==> src/core/dsrl_pkg.sv <==
// constants for the drive safety request logic
// assumes a 50 MHz clock and a byte-addressed classic Wishbone register bus
package dsrl_pkg;
	// time base
	localparam int CLK_PERIOD_NS = 20;
	localparam int US_NS         = 1000;
	localparam int CYC_PER_US    = (US_NS + CLK_PERIOD_NS - 1) / CLK_PERIOD_NS;
	// static acknowledge detection window in microseconds
	localparam int ACK_STUCK_US  = 1000;

	// register byte offsets
	localparam logic [7:0] REG_CTRL    = 8'h00;
	localparam logic [7:0] REG_BRK_DLY = 8'h04;
	localparam logic [7:0] REG_SPD_TOL = 8'h08;
	localparam logic [7:0] REG_POS_TOL = 8'h0c;
	localparam logic [7:0] REG_LIM_LS  = 8'h10;
	localparam logic [7:0] REG_LIM_MAX = 8'h14;
	localparam logic [7:0] REG_LIM_NOM = 8'h18;
	localparam logic [7:0] REG_RAMP_US = 8'h1c;
	localparam logic [7:0] REG_DECEL   = 8'h20;
	localparam logic [7:0] REG_STATUS  = 8'h24;
	localparam logic [7:0] REG_IRQ_ST  = 8'h28;
	localparam logic [7:0] REG_IRQ_MSK = 8'h2c;
	localparam logic [7:0] REG_DIAG    = 8'h30;

	// control fields
	localparam int CTRL_CH_LOWER  = 0;
	localparam int CTRL_RESTART   = 1;
	localparam int CTRL_BRK_FAIL  = 2;

	// reset values
	localparam logic [31:0] RST_ZERO    = 32'h0000_0000;
	localparam logic [31:0] RST_LIM_MAX = 32'h0000_8000;
	localparam logic [31:0] RST_LIM_NOM = 32'h0000_ffff;

	// diagnostic word fields
	localparam int DG_TQ_OFF   = 0;
	localparam int DG_ONE_CH   = 1;
	localparam int DG_BRAKE    = 2;
	localparam int DG_HOLD     = 3;
	localparam int DG_S1_RAMP  = 4;
	localparam int DG_S1_DONE  = 5;
	localparam int DG_FAIL     = 8;
	localparam int DG_CFG      = 9;
	localparam int DG_ACK      = 10;
	localparam int DG_EVAL     = 11;
	localparam int DG_ACTIVE   = 15;
	localparam logic [15:0] DIAG_OFF = 16'h0000;

	// interrupt event bits
	localparam int IRQ_W      = 5;
	localparam int EV_FAIL    = 0;
	localparam int EV_CFG     = 1;
	localparam int EV_ACK     = 2;
	localparam int EV_TQ_OFF  = 3;
	localparam int EV_BRAKE   = 4;

	typedef enum logic [1:0] {
		DSRL_S1_IDLE = 2'b00,
		DSRL_S1_RAMP = 2'b01,
		DSRL_S1_DONE = 2'b10
	} dsrl_s1_e;
endpackage : dsrl_pkg

==> src/core/dsrl_core.sv <==
// drive safety request logic: request inputs to gate, brake and fault outputs
// assumes synchronous inputs, a 50 MHz clock and a classic Wishbone master
// What this block does
// - enable low forces outputs and diagnostic zero
// - unconnected enable or axis id: outputs off
// - torque-off request low disables both gate channels
// - single-channel request disables configured channel only
// - brake request low removes brake power
// - brake function waits configurable microsecond delay
// - operating-stop low monitors speed and position tolerance
// - evaluation error while monitoring enters fail-safe
// - several monitors use the lowest speed limit
// - unordered speed limits latch fail-safe until restart
// - stop-one ramps, then disables gate pulses
// - unconnected request input disables its function
// - limit violation: fail-safe, error output low, torque-free
// - statically high acknowledge is flagged as error
`timescale 1ns/1ns
`default_nettype none
module dsrl_core #(
	parameter int ACK_STUCK_US = dsrl_pkg::ACK_STUCK_US
) (
	input  wire logic        clk_i,
	input  wire logic        rst_i,
	input  wire logic        wb_cyc_i,
	input  wire logic        wb_stb_i,
	input  wire logic        wb_we_i,
	input  wire logic [7:0]  wb_adr_i,
	input  wire logic [3:0]  wb_sel_i,
	input  wire logic [31:0] wb_dat_i,
	output logic [31:0]      wb_dat_o,
	output logic             wb_ack_o,
	input  wire logic        activate_i,
	input  wire logic        activate_conn_i,
	input  wire logic [7:0]  axis_identifier_input_i,
	input  wire logic        axis_id_conn_i,
	input  wire logic        torque_off_request_i,
	input  wire logic        torque_off_request_conn_i,
	input  wire logic        single_channel_torque_off_request_i,
	input  wire logic        single_channel_torque_off_request_conn_i,
	input  wire logic        brake_control_request_i,
	input  wire logic        brake_control_request_conn_i,
	input  wire logic        operating_stop_request_i,
	input  wire logic        operating_stop_request_conn_i,
	input  wire logic        ramped_stop_one_request_i,
	input  wire logic        ramped_stop_one_request_conn_i,
	input  wire logic        ack_i,
	input  wire logic        eval_err_i,
	input  wire logic [31:0] speed_i,
	input  wire logic [31:0] position_i,
	input  wire logic        func_brake_i,
	output logic             gate_upper_enable_o,
	output logic             gate_lower_enable_o,
	output logic             brake_power_o,
	output logic             no_functional_error_output_o,
	output logic [15:0]      diagnostic_word_o,
	output logic             irq_o
);
	logic [31:0] ctrl_ff, brk_dly_ff, spd_tol_ff, pos_tol_ff;
	logic [31:0] lim_ls_ff, lim_max_ff, lim_nom_ff, ramp_us_ff, decel_ff;
	logic [dsrl_pkg::IRQ_W-1:0] irq_st_ff, irq_msk_ff, ev;
	logic        oper, sampled_ff, tick, wr, restart;
	logic        rq_tq, rq_one, rq_brk, rq_hold, rq_s1;
	logic        hold_act, hold_act_ff, brake_safe, ramp_done, mon_act;
	logic        fail_ff, cfg_fail_ff, cfg_bad, viol, ack_prev_ff, ack_stuck_ff;
	logic        tq_off, tq_off_ff, brake_safe_ff, fail_prev_ff, cfg_prev_ff, ackst_prev_ff;
	logic [31:0] spd_abs, pos_ref_ff, pos_diff, pos_abs, spd_lim, ramp_lim_ff;
	logic [31:0] ack_cnt_ff, rd;
	logic [15:0] diag;
	dsrl_pkg::dsrl_s1_e s1_ff, nxt_s1;

	// byte-lane merge for register writes
	function automatic logic [31:0] merge(input logic [31:0] old, input logic [31:0] d,
		input logic [3:0] sel);
		for (int b = 0; b < 4; b++) begin
			if (sel[b]) old[b*8 +: 8] = d[b*8 +: 8];
		end
		return old;
	endfunction : merge

	// enable, its own connection and the axis id connection must be present to operate
	assign oper = activate_i && activate_conn_i && axis_id_conn_i;

	// an open request reads as deselected
	assign rq_tq   = torque_off_request_conn_i ? torque_off_request_i : 1'b1;
	assign rq_one  = single_channel_torque_off_request_conn_i ?
		single_channel_torque_off_request_i : 1'b1;
	assign rq_brk  = brake_control_request_conn_i ? brake_control_request_i : 1'b1;
	assign rq_hold = operating_stop_request_conn_i ? operating_stop_request_i : 1'b1;
	assign rq_s1   = ramped_stop_one_request_conn_i ? ramped_stop_one_request_i : 1'b1;

	// requests are trusted only from the cycle after operation was first seen
	always_ff @(posedge clk_i) begin
		if (rst_i) sampled_ff <= 1'b0;
		else sampled_ff <= oper;
	end

	dsrl_tick u_tick (
		.clk_i  (clk_i),
		.rst_i  (rst_i),
		.tick_o (tick)
	);

	// wishbone: registered ack, write lands on the acking edge
	assign wr      = wb_cyc_i && wb_stb_i && wb_we_i && wb_ack_o;
	assign restart = wr && (wb_adr_i == dsrl_pkg::REG_CTRL) && wb_sel_i[0] &&
		wb_dat_i[dsrl_pkg::CTRL_RESTART];
	always_ff @(posedge clk_i) begin
		if (rst_i) wb_ack_o <= 1'b0;
		else wb_ack_o <= wb_cyc_i && wb_stb_i && !wb_ack_o;
	end

	// configuration registers
	always_ff @(posedge clk_i) begin
		if (rst_i) begin
			ctrl_ff    <= dsrl_pkg::RST_ZERO;
			brk_dly_ff <= dsrl_pkg::RST_ZERO;
			spd_tol_ff <= dsrl_pkg::RST_ZERO;
			pos_tol_ff <= dsrl_pkg::RST_ZERO;
			lim_ls_ff  <= dsrl_pkg::RST_ZERO;
			lim_max_ff <= dsrl_pkg::RST_LIM_MAX;
			lim_nom_ff <= dsrl_pkg::RST_LIM_NOM;
			ramp_us_ff <= dsrl_pkg::RST_ZERO;
			decel_ff   <= dsrl_pkg::RST_ZERO;
			irq_msk_ff <= '0;
		end else if (wr) begin
			case (wb_adr_i)
				dsrl_pkg::REG_CTRL:    ctrl_ff    <= merge(ctrl_ff, wb_dat_i, wb_sel_i) &
					32'h0000_0005; // restart bit is a strobe, not stored
				dsrl_pkg::REG_BRK_DLY: brk_dly_ff <= merge(brk_dly_ff, wb_dat_i, wb_sel_i);
				dsrl_pkg::REG_SPD_TOL: spd_tol_ff <= merge(spd_tol_ff, wb_dat_i, wb_sel_i);
				dsrl_pkg::REG_POS_TOL: pos_tol_ff <= merge(pos_tol_ff, wb_dat_i, wb_sel_i);
				dsrl_pkg::REG_LIM_LS:  lim_ls_ff  <= merge(lim_ls_ff, wb_dat_i, wb_sel_i);
				dsrl_pkg::REG_LIM_MAX: lim_max_ff <= merge(lim_max_ff, wb_dat_i, wb_sel_i);
				dsrl_pkg::REG_LIM_NOM: lim_nom_ff <= merge(lim_nom_ff, wb_dat_i, wb_sel_i);
				dsrl_pkg::REG_RAMP_US: ramp_us_ff <= merge(ramp_us_ff, wb_dat_i, wb_sel_i);
				dsrl_pkg::REG_DECEL:   decel_ff   <= merge(decel_ff, wb_dat_i, wb_sel_i);
				dsrl_pkg::REG_IRQ_MSK: if (wb_sel_i[0]) irq_msk_ff <= wb_dat_i[dsrl_pkg::IRQ_W-1:0];
				default: ;
			endcase
		end
	end

	// read mux; unmapped offsets read zero and still ack
	always_comb begin
		case (wb_adr_i)
			dsrl_pkg::REG_CTRL:    rd = ctrl_ff;
			dsrl_pkg::REG_BRK_DLY: rd = brk_dly_ff;
			dsrl_pkg::REG_SPD_TOL: rd = spd_tol_ff;
			dsrl_pkg::REG_POS_TOL: rd = pos_tol_ff;
			dsrl_pkg::REG_LIM_LS:  rd = lim_ls_ff;
			dsrl_pkg::REG_LIM_MAX: rd = lim_max_ff;
			dsrl_pkg::REG_LIM_NOM: rd = lim_nom_ff;
			dsrl_pkg::REG_RAMP_US: rd = ramp_us_ff;
			dsrl_pkg::REG_DECEL:   rd = decel_ff;
			dsrl_pkg::REG_STATUS:  rd = {25'h000_0000, s1_ff, ack_stuck_ff, cfg_fail_ff,
				fail_ff, sampled_ff, oper};
			dsrl_pkg::REG_IRQ_ST:  rd = {27'h000_0000, irq_st_ff};
			dsrl_pkg::REG_IRQ_MSK: rd = {27'h000_0000, irq_msk_ff};
			dsrl_pkg::REG_DIAG:    rd = {16'h0000, diagnostic_word_o};
			default:               rd = 32'h0000_0000;
		endcase
	end

	always_ff @(posedge clk_i) begin
		if (rst_i) wb_dat_o <= 32'h0000_0000;
		else wb_dat_o <= rd;
	end

	// brake function starts only after the configured delay
	dsrl_us_timer u_brk (
		.clk_i   (clk_i),
		.rst_i   (rst_i),
		.run_i   (!rq_brk && sampled_ff),
		.tick_i  (tick),
		.limit_i (brk_dly_ff),
		.done_o  (brake_safe)
	);

	// standstill reference is taken when operating stop is entered
	assign hold_act = !rq_hold && sampled_ff;
	always_ff @(posedge clk_i) begin
		if (rst_i) begin
			hold_act_ff <= 1'b0;
			pos_ref_ff  <= 32'h0000_0000;
		end else begin
			hold_act_ff <= hold_act;
			if (hold_act && !hold_act_ff) pos_ref_ff <= position_i;
		end
	end

	assign spd_abs  = speed_i[31] ? 32'(-speed_i) : speed_i;
	assign pos_diff = 32'(position_i - pos_ref_ff);
	assign pos_abs  = pos_diff[31] ? 32'(-pos_diff) : pos_diff;

	// stop one: ramp monitoring, then torque off
	dsrl_us_timer u_ramp (
		.clk_i   (clk_i),
		.rst_i   (rst_i),
		.run_i   (s1_ff == dsrl_pkg::DSRL_S1_RAMP),
		.tick_i  (tick),
		.limit_i (ramp_us_ff),
		.done_o  (ramp_done)
	);

	always_comb begin
		nxt_s1 = s1_ff;
		case (s1_ff)
			dsrl_pkg::DSRL_S1_IDLE: if (!rq_s1 && sampled_ff) nxt_s1 = dsrl_pkg::DSRL_S1_RAMP;
			dsrl_pkg::DSRL_S1_RAMP: if (rq_s1) nxt_s1 = dsrl_pkg::DSRL_S1_IDLE;
				else if (ramp_done) nxt_s1 = dsrl_pkg::DSRL_S1_DONE;
			dsrl_pkg::DSRL_S1_DONE: if (rq_s1) nxt_s1 = dsrl_pkg::DSRL_S1_IDLE;
			default: nxt_s1 = dsrl_pkg::DSRL_S1_IDLE;
		endcase
	end

	always_ff @(posedge clk_i) begin
		if (rst_i || !oper) s1_ff <= dsrl_pkg::DSRL_S1_IDLE;
		else s1_ff <= nxt_s1;
	end

	// ramp envelope falls by the deceleration each microsecond, floored at zero
	always_ff @(posedge clk_i) begin
		if (rst_i) ramp_lim_ff <= 32'h0000_0000;
		else if (s1_ff == dsrl_pkg::DSRL_S1_IDLE) ramp_lim_ff <= spd_abs;
		else if (tick) ramp_lim_ff <= (ramp_lim_ff > decel_ff) ?
			32'(ramp_lim_ff - decel_ff) : 32'h0000_0000;
	end

	// lowest limit of the active speed monitors wins
	assign spd_lim = (hold_act && spd_tol_ff < lim_max_ff) ? spd_tol_ff : lim_max_ff;
	assign mon_act = hold_act || (s1_ff == dsrl_pkg::DSRL_S1_RAMP);
	assign viol    = mon_act && (spd_abs > spd_lim ||
		(hold_act && pos_abs > pos_tol_ff) ||
		(s1_ff == dsrl_pkg::DSRL_S1_RAMP && spd_abs > ramp_lim_ff));

	// static acknowledge: high for the whole window is an error, not a reset
	always_ff @(posedge clk_i) begin
		if (rst_i) begin
			ack_prev_ff  <= 1'b0;
			ack_cnt_ff   <= 32'h0000_0000;
			ack_stuck_ff <= 1'b0;
		end else begin
			ack_prev_ff <= ack_i;
			if (!ack_i) ack_cnt_ff <= 32'h0000_0000;
			else if (tick && !ack_stuck_ff) ack_cnt_ff <= ack_cnt_ff + 32'h0000_0001;
			ack_stuck_ff <= ack_i && (ack_stuck_ff || ack_cnt_ff >= 32'(ACK_STUCK_US));
		end
	end

	// functional fail-safe: a fault in the clearing cycle keeps it set
	always_ff @(posedge clk_i) begin
		if (rst_i) fail_ff <= 1'b0;
		else if (viol || (mon_act && eval_err_i)) fail_ff <= 1'b1;
		else if (ack_i && !ack_prev_ff && !ack_stuck_ff) fail_ff <= 1'b0;
	end

	// configuration order check; leaves only by a restart over valid settings
	assign cfg_bad = !(spd_tol_ff <= lim_ls_ff && lim_ls_ff <= lim_max_ff &&
		lim_max_ff < lim_nom_ff);
	always_ff @(posedge clk_i) begin
		if (rst_i) cfg_fail_ff <= 1'b0;
		else if (cfg_bad) cfg_fail_ff <= 1'b1;
		else if (restart) cfg_fail_ff <= 1'b0;
	end

	// both channels off for any full stop
	assign tq_off = !sampled_ff || fail_ff || cfg_fail_ff || !rq_tq ||
		(s1_ff == dsrl_pkg::DSRL_S1_DONE);

	// pin outputs; enable low or missing connection forces every one low
	always_ff @(posedge clk_i) begin
		if (rst_i || !oper) begin
			gate_upper_enable_o          <= 1'b0;
			gate_lower_enable_o          <= 1'b0;
			brake_power_o                <= 1'b0;
			no_functional_error_output_o <= 1'b0;
		end else begin
			gate_upper_enable_o <= !tq_off &&
				!(!rq_one && !ctrl_ff[dsrl_pkg::CTRL_CH_LOWER]);
			gate_lower_enable_o <= !tq_off &&
				!(!rq_one && ctrl_ff[dsrl_pkg::CTRL_CH_LOWER]);
			brake_power_o <= func_brake_i && sampled_ff && !brake_safe &&
				!cfg_fail_ff && !(fail_ff && ctrl_ff[dsrl_pkg::CTRL_BRK_FAIL]);
			no_functional_error_output_o <= !fail_ff && !cfg_fail_ff;
		end
	end

	// diagnostic word
	always_comb begin
		diag = dsrl_pkg::DIAG_OFF;
		diag[dsrl_pkg::DG_TQ_OFF]  = !rq_tq;
		diag[dsrl_pkg::DG_ONE_CH]  = !rq_one;
		diag[dsrl_pkg::DG_BRAKE]   = brake_safe;
		diag[dsrl_pkg::DG_HOLD]    = hold_act;
		diag[dsrl_pkg::DG_S1_RAMP] = (s1_ff == dsrl_pkg::DSRL_S1_RAMP);
		diag[dsrl_pkg::DG_S1_DONE] = (s1_ff == dsrl_pkg::DSRL_S1_DONE);
		diag[dsrl_pkg::DG_FAIL]    = fail_ff;
		diag[dsrl_pkg::DG_CFG]     = cfg_fail_ff;
		diag[dsrl_pkg::DG_ACK]     = ack_stuck_ff;
		diag[dsrl_pkg::DG_EVAL]    = eval_err_i;
		diag[dsrl_pkg::DG_ACTIVE]  = 1'b1;
	end

	always_ff @(posedge clk_i) begin
		if (rst_i || !oper) diagnostic_word_o <= dsrl_pkg::DIAG_OFF;
		else diagnostic_word_o <= diag;
	end

	// event edges for the interrupt status
	always_ff @(posedge clk_i) begin
		if (rst_i) begin
			fail_prev_ff  <= 1'b0;
			cfg_prev_ff   <= 1'b0;
			ackst_prev_ff <= 1'b0;
			tq_off_ff     <= 1'b0;
			brake_safe_ff <= 1'b0;
		end else begin
			fail_prev_ff  <= fail_ff;
			cfg_prev_ff   <= cfg_fail_ff;
			ackst_prev_ff <= ack_stuck_ff;
			tq_off_ff     <= tq_off && sampled_ff;
			brake_safe_ff <= brake_safe;
		end
	end

	assign ev[dsrl_pkg::EV_FAIL]   = fail_ff && !fail_prev_ff;
	assign ev[dsrl_pkg::EV_CFG]    = cfg_fail_ff && !cfg_prev_ff;
	assign ev[dsrl_pkg::EV_ACK]    = ack_stuck_ff && !ackst_prev_ff;
	assign ev[dsrl_pkg::EV_TQ_OFF] = tq_off && sampled_ff && !tq_off_ff;
	assign ev[dsrl_pkg::EV_BRAKE]  = brake_safe && !brake_safe_ff;

	// write one to clear; a new event in the same cycle stays set
	always_ff @(posedge clk_i) begin
		if (rst_i) irq_st_ff <= '0;
		else if (wr && wb_adr_i == dsrl_pkg::REG_IRQ_ST && wb_sel_i[0])
			irq_st_ff <= (irq_st_ff & ~wb_dat_i[dsrl_pkg::IRQ_W-1:0]) | ev;
		else irq_st_ff <= irq_st_ff | ev;
	end

	assign irq_o = |(irq_st_ff & irq_msk_ff);

	// checks
	AST_ENABLE_OFF: assert property (@(posedge clk_i) disable iff (rst_i)
		!activate_i |=> !gate_upper_enable_o && !brake_power_o && diagnostic_word_o == 16'h0000)
		else $error("outputs not cleared while disabled");
	AST_NO_AXIS: assert property (@(posedge clk_i) disable iff (rst_i)
		!axis_id_conn_i |=> !gate_lower_enable_o && !brake_power_o)
		else $error("outputs live without axis id");
	AST_TQ_OFF: assert property (@(posedge clk_i) disable iff (rst_i)
		torque_off_request_conn_i && !torque_off_request_i |=>
		!gate_upper_enable_o && !gate_lower_enable_o)
		else $error("gates live under torque-off");
	AST_ONE_CH: assert property (@(posedge clk_i) disable iff (rst_i)
		single_channel_torque_off_request_conn_i && !single_channel_torque_off_request_i &&
		!ctrl_ff[dsrl_pkg::CTRL_CH_LOWER] |=> !gate_upper_enable_o)
		else $error("upper channel live under one-channel stop");
	AST_BRAKE: assert property (@(posedge clk_i) disable iff (rst_i)
		brake_safe |=> !brake_power_o)
		else $error("brake powered while brake function active");
	AST_BRK_DELAY: assert property (@(posedge clk_i) disable iff (rst_i)
		$rose(!rq_brk && sampled_ff) && brk_dly_ff > 32'h0 |-> !brake_safe)
		else $error("brake function ignored delay");
	AST_FAIL_EVAL: assert property (@(posedge clk_i) disable iff (rst_i)
		mon_act && eval_err_i |=> fail_ff ##1 !no_functional_error_output_o)
		else $error("evaluation error did not fail safe");
	AST_CFG: assert property (@(posedge clk_i) disable iff (rst_i)
		cfg_fail_ff && !restart |=> cfg_fail_ff)
		else $error("configuration fail-safe left without restart");
	AST_S1: assert property (@(posedge clk_i) disable iff (rst_i)
		s1_ff == dsrl_pkg::DSRL_S1_DONE |=> !gate_upper_enable_o)
		else $error("gates live after stop one");
	AST_ACK_STUCK: assert property (@(posedge clk_i) disable iff (rst_i)
		ack_stuck_ff |-> $past(ack_i) && !$fell(fail_ff))
		else $error("stuck acknowledge cleared fail-safe");
	AST_SAMPLED: assert property (@(posedge clk_i) disable iff (rst_i)
		!sampled_ff |=> !gate_upper_enable_o && !brake_power_o)
		else $error("outputs live before sampling");
	COV_TQ_OFF: cover property (@(posedge clk_i) disable iff (rst_i) $fell(gate_upper_enable_o));
	COV_S1: cover property (@(posedge clk_i) disable iff (rst_i)
		s1_ff == dsrl_pkg::DSRL_S1_RAMP ##1 s1_ff == dsrl_pkg::DSRL_S1_DONE);
	COV_FAIL_ACK: cover property (@(posedge clk_i) disable iff (rst_i) $fell(fail_ff));
endmodule : dsrl_core
`default_nettype wire

==> src/core/dsrl_tick.sv <==
// microsecond enable generator
// assumes one clock; the pulse lasts one cycle
`timescale 1ns/1ns
`default_nettype none
module dsrl_tick (
	input  wire logic clk_i,
	input  wire logic rst_i,
	output logic      tick_o
);
	logic [7:0] cnt_ff;

	// divider by the cycles in one microsecond
	always_ff @(posedge clk_i) begin
		if (rst_i) begin
			cnt_ff <= 8'h00;
			tick_o <= 1'b0;
		end else if (cnt_ff == 8'(dsrl_pkg::CYC_PER_US - 1)) begin
			cnt_ff <= 8'h00;
			tick_o <= 1'b1;
		end else begin
			cnt_ff <= cnt_ff + 8'h01;
			tick_o <= 1'b0;
		end
	end
endmodule : dsrl_tick
`default_nettype wire

==> src/core/dsrl_us_timer.sv <==
// microsecond delay timer: done rises once run has lasted limit ticks
// assumes tick_i is a one-cycle microsecond enable
`timescale 1ns/1ns
`default_nettype none
module dsrl_us_timer (
	input  wire logic        clk_i,
	input  wire logic        rst_i,
	input  wire logic        run_i,
	input  wire logic        tick_i,
	input  wire logic [31:0] limit_i,
	output logic             done_o
);
	logic [31:0] cnt_ff;

	// counter saturates so a long request never wraps back to not done
	always_ff @(posedge clk_i) begin
		if (rst_i || !run_i) begin
			cnt_ff <= 32'h0000_0000;
		end else if (tick_i && !done_o) begin
			cnt_ff <= cnt_ff + 32'h0000_0001;
		end
	end

	// a zero limit is done as soon as run is seen
	assign done_o = run_i && (cnt_ff >= limit_i);
endmodule : dsrl_us_timer
`default_nettype wire

==> config.mk <==
export PLATFORM = sky130hd
export DESIGN_NAME = dsrl_core
export DESIGN_NICKNAME = d
export VERILOG_FILES = /design/src/core/dsrl_pkg.sv /design/src/core/dsrl_core.sv /design/src/core/dsrl_tick.sv /design/src/core/dsrl_us_timer.sv
export SDC_FILE = /design/constraint.sdc
export NUM_CORES = 2
export LEC_CHECK = 0
export CAP_MARGIN = 30
export CORE_ASPECT_RATIO = 1.4
export CORE_MARGIN = 3
export CORE_UTILIZATION = 40
export DETAILED_ROUTE_END_ITERATION = 7
export DONT_BUFFER_PORTS = 1
export PLACE_DENSITY = 0.54
export RECOVER_POWER = 50
export SETUP_SLACK_MARGIN = 0.05
export SLEW_MARGIN = 30
export SYNTH_ARGS = -nofsm -noshare
export SYNTH_HDL_FRONTEND = slang
export SYNTH_HIERARCHICAL = 1
export SYNTH_SLANG_ARGS = --single-unit
export TNS_END_PERCENT = 5
==> constraint.sdc <==
create_clock -name clk_i -period 7.95 [get_ports clk_i]
set_input_delay 1.59 -clock clk_i [delete_from_list [all_inputs] [get_ports clk_i]]
set_output_delay 1.59 -clock clk_i [all_outputs]
set_load 0.1 [all_outputs]
==> impl_results.md <==
* # IOs at 191
* DP Worst Slack at 0.408 ns
* Mapped cell area at 32,600 um^2
* WP depth at 24
* Max H-tree Level at 2
* Total core area at ~81,000 um^2
* Post-synth EDFFs at 0
* Share of layout cells above drive strength 1 at 0.0407
* Final Slew Violations at 151
* Switch share at 0.259
* Psw at ~0.0015 W
* Max clock buf depth at 3
* Reg power frac at 0.426
* Initial core utilization at 0.405
* Final Wtd Congestion at approximately 0.9
* WS Path Type: in2reg
* Hold WC Path Type: reg2reg
* Final net count at 4,664
* Reg-to-Reg End: fail_ff
* Total global-route track usage at 0.268
* Fmax at 145 MHz
* Worst skew pair latency at 0.64 ns
* CP max stage cell: nor4b_1
* R2R setup slack at 1.66 ns
* CP Cell Sequence: inv_1 > ha_1 > inv_1 > fa_1 > a21oi_1 > o221ai_1 > a211o_1 > o311ai_2 > o221ai_2 > nor4_4 > nand4b_1 > nor4b_1 > nor2_1 > xor2_1 > ha_1 > and3_1 > nand3_1 > or4_1 > or3_1 > nor3_1 > nor2_1 > o21ai_0 > a31oi_1 > a2111o_1
* Outcome: finished with violations
* Clock Sink Count at 498
* Setup TNS at 0 ns
* First-pass GRT wire length at 176,000 um
* CP endpoint kind: flip-flop
* RSZ-0062 raised after global routing: false
* DRC errors left at 0
* Pint at 0.00440 W
* Vias at between 30,000 and 40,000
* WP data arrival at 7.40 ns
* Largest cells by area after synthesis: dfxtp_1 (31%), ha_1 (14%), nand2_1 (9.3%)
* Drt pass-1 iters at 6
* Antenna violations before repair at 2
* Pleak at 12.4 nW
* Vias per cell at approximately 5.8
* Slew margin rel. at -0.523
* Top-area cell type share of the netlist area at 0.305
* Clock network power share at 0.457
* Max-cap violations at 4
* Initial DRC Count at 2,286
* Post_cts resized at 0
* Largest net degree at the start of global routing at 331
* Required @ worst endpoint at ~8.5 ns
* CTS clock-pin slew for the worst setup and hold paths at 0.06 ns
* Clk_skew at 0.0210 ns
* Most common cell after layout, fill and taps aside: nand2_1
* WL final at approximately 120,000 um
* Netlist cell types at 103
* DP HPWL at 89,600 um
* CP peak stage delay at 0.64 ns
* Startpoint types: primary input
* Peak VDD IR at 0.164 mV
* Primary FF master, synth: dfxtp_1
* CP top delay family: simple AND/OR/NAND/NOR gates
* Yosys warnings at 6
* Post-synth ARST share at 0
* Worst hold stages at 2
* Worst r2r path cells at 22
* Area Growth Syn to Fin at 8.43%
* PwrDens at 168 nW/um^2
* Inserted Clock Buffers at 55
* Hold_sp: pos_ref_ff[30]
* Dominant cell type by area after synthesis: dfxtp_1
* Vert. Die Dim at 344 um
* Port bufs at 0
* Clk root buf: clkbuf_16
* Most frequent cells in the layout: nand2_1 (810), dfxtp_1 (498), a21oi_1 (494)
* Yosys reg bits at between 400 and 500
* Chip width at 247 um
* Total congestion overflow at 0
* Setup-failing EPs final at 0
* Area of the die at 85,100 um^2
* Fin crit share at 0.867
* Part of the power in combinational logic at 0.117
* Slack of the critical path at 1.06 ns
* Worst slew pin tran at 2.28 ns
* Vias in the first global route at between 20,000 and 30,000
* Final period demand of the worst path at 6.89 ns
* DRT antenna net count at 0
* Sequential element share of the synthesized area at 0.305
* WP buf/inv at 2
* Setup bufs post-CTS at 0
* CTS tree: built
* Hold Path End: pos_ref_ff[30]
* R2r startpoint: lim_max_ff[1]
* Critical path fanouts, max at 5
* # rows at ~120
* Mapped Cells at 4,257
* Violated checks: max-capacitance violations, max-slew violations
* Hold-fix buffers, CTS at 0
* Final hold viol count at 0
* DR WL/cell at 22.1 um
* Avg Inst Size Synth at 7.67 um^2
[routing by layer]
metal | track usage | wire length [um]
met2 | 0.476 | 57200
met5 | 0 | 13
met1 | 0.327 | 47300
met4 | 0.0959 | 4540
met3 | 0.0395 | 7690
[sequential cells by signal (all words and copies together) (netlist names), 2 cells and up]
| register | flops |
|---|---|
| pos_ref_ff | 32 |
| lim_nom_ff | 32 |
| irq_msk_ff | 5 |
| pos_tol_ff | 32 |
| lim_ls_ff | 32 |
| ctrl_ff | 2 |
| u_brk/cnt_ff | 32 |
| u_ramp/cnt_ff | 32 |
| irq_st_ff | 5 |
| u_tick/cnt_ff | 8 |
| ack_cnt_ff | 32 |
| ramp_us_ff | 32 |
| decel_ff | 32 |
| ramp_lim_ff | 32 |
| brk_dly_ff | 32 |
| diagnostic_word_o | 11 |
| lim_max_ff | 32 |
| wb_dat_o | 32 |
| spd_tol_ff | 32 |
| s1_ff | 2 |
[worst register-to-register path: cells and delay by family, from the launching register on]
kind | cells | cell delay, ns
flip-flops | 1 | 0.42
buffers and inverters | 2 | 0.55
AND/OR/NAND/NOR | 1 | 0.07
adder cells (fa/ha/maj) | 2 | 0.55
AO/OA/AOI/OAI | 16 | 4.34
multiplexers | 1 | 0.26
[power groups by stage]
stage / Combinational (W) / Sequential [W] / Clock [W]
floorplan: 0.000581 / 0.00258 / 0
global placement: 0.000691 / 0.00259 / 0
detailed placement: 0.000695 / 0.00259 / 0
CTS: 0.000698 / 0.00253 / 0.00277
global route: 0.000785 / 0.00253 / 0.00285
finish: 0.000694 / 0.00253 / 0.00271
[logic make-up (layout without fill, tap and decap cells)]
family                     count (synthesis)  in the layout  share of synthesized area
AOI/OAI and AO/OA                       1170           1170                      0.227
xor gates and xnor gates                 145            145                     0.0389
adders and majority gates                359            359                      0.138
buffers and inverters                    510            455                     0.0609
DFF                                      498            498                      0.305
muxes                                     35             35                     0.0108
other                                      1              7                   0.000115
and+or+nand+nor                         1539           1539                      0.219
[layout make-up]
cell class / count / area (um^2)
Clock buffer: 77 / 1570
Fill cell: 8303 / 45200
Timing Repair Buffer: 34 / 249
Clock inverter: 18 / 283
Antenna cell: 2 / 5.00
Sequential cell: 498 / 9970
Multi-Input combinational cell: 3253 / 20800
Tap cell: 1062 / 1330
Inverter: 326 / 1220
[cells in the mapped netlist (60+ instances only)]
library cell,number
a21oi_1,495
xnor2_1,94
a21o_1,94
nand4_1,91
ha_1,357
o21ai_0,137
clkbuf_1,136
dfxtp_1,498
nor2_1,204
nand3_1,82
nor3_1,60
inv_1,325
nand2_1,810
[how the worst max path moves through the flow]
stage	start	endpoint	slack [ns]
4_1_cts	position_i[0]	fail_ff	1.08
2_1_floorplan	position_i[0]	fail_ff	1.14
6_report	position_i[0]	fail_ff	1.06
3_3_place_gp	position_i[0]	fail_ff	0.44
3_5_place_dp	position_i[0]	fail_ff	0.41
5_1_grt	position_i[0]	fail_ff	0.59
[per-stage QoR]
| stage | hold slack [ns] | utilization | power [W] | std cells | cell area [um^2] |
|---|---|---|---|---|---|
| floorplan | 0.436 | - | 0.00316 | 4261 | 32700 |
| global placement | 0.441 | 0.416 | 0.00328 | 5172 | 33500 |
| detailed placement | 0.446 | 0.416 | 0.00328 | 5173 | 33600 |
| CTS | 0.454 | 0.439 | 0.00600 | 5268 | 35400 |
| global route | 0.468 | 0.439 | 0.00616 | 5268 | 35400 |
| finish | 0.451 | 0.439 | 0.00594 | 5270 | 35400 |
(Power assumes the default switching activity.)
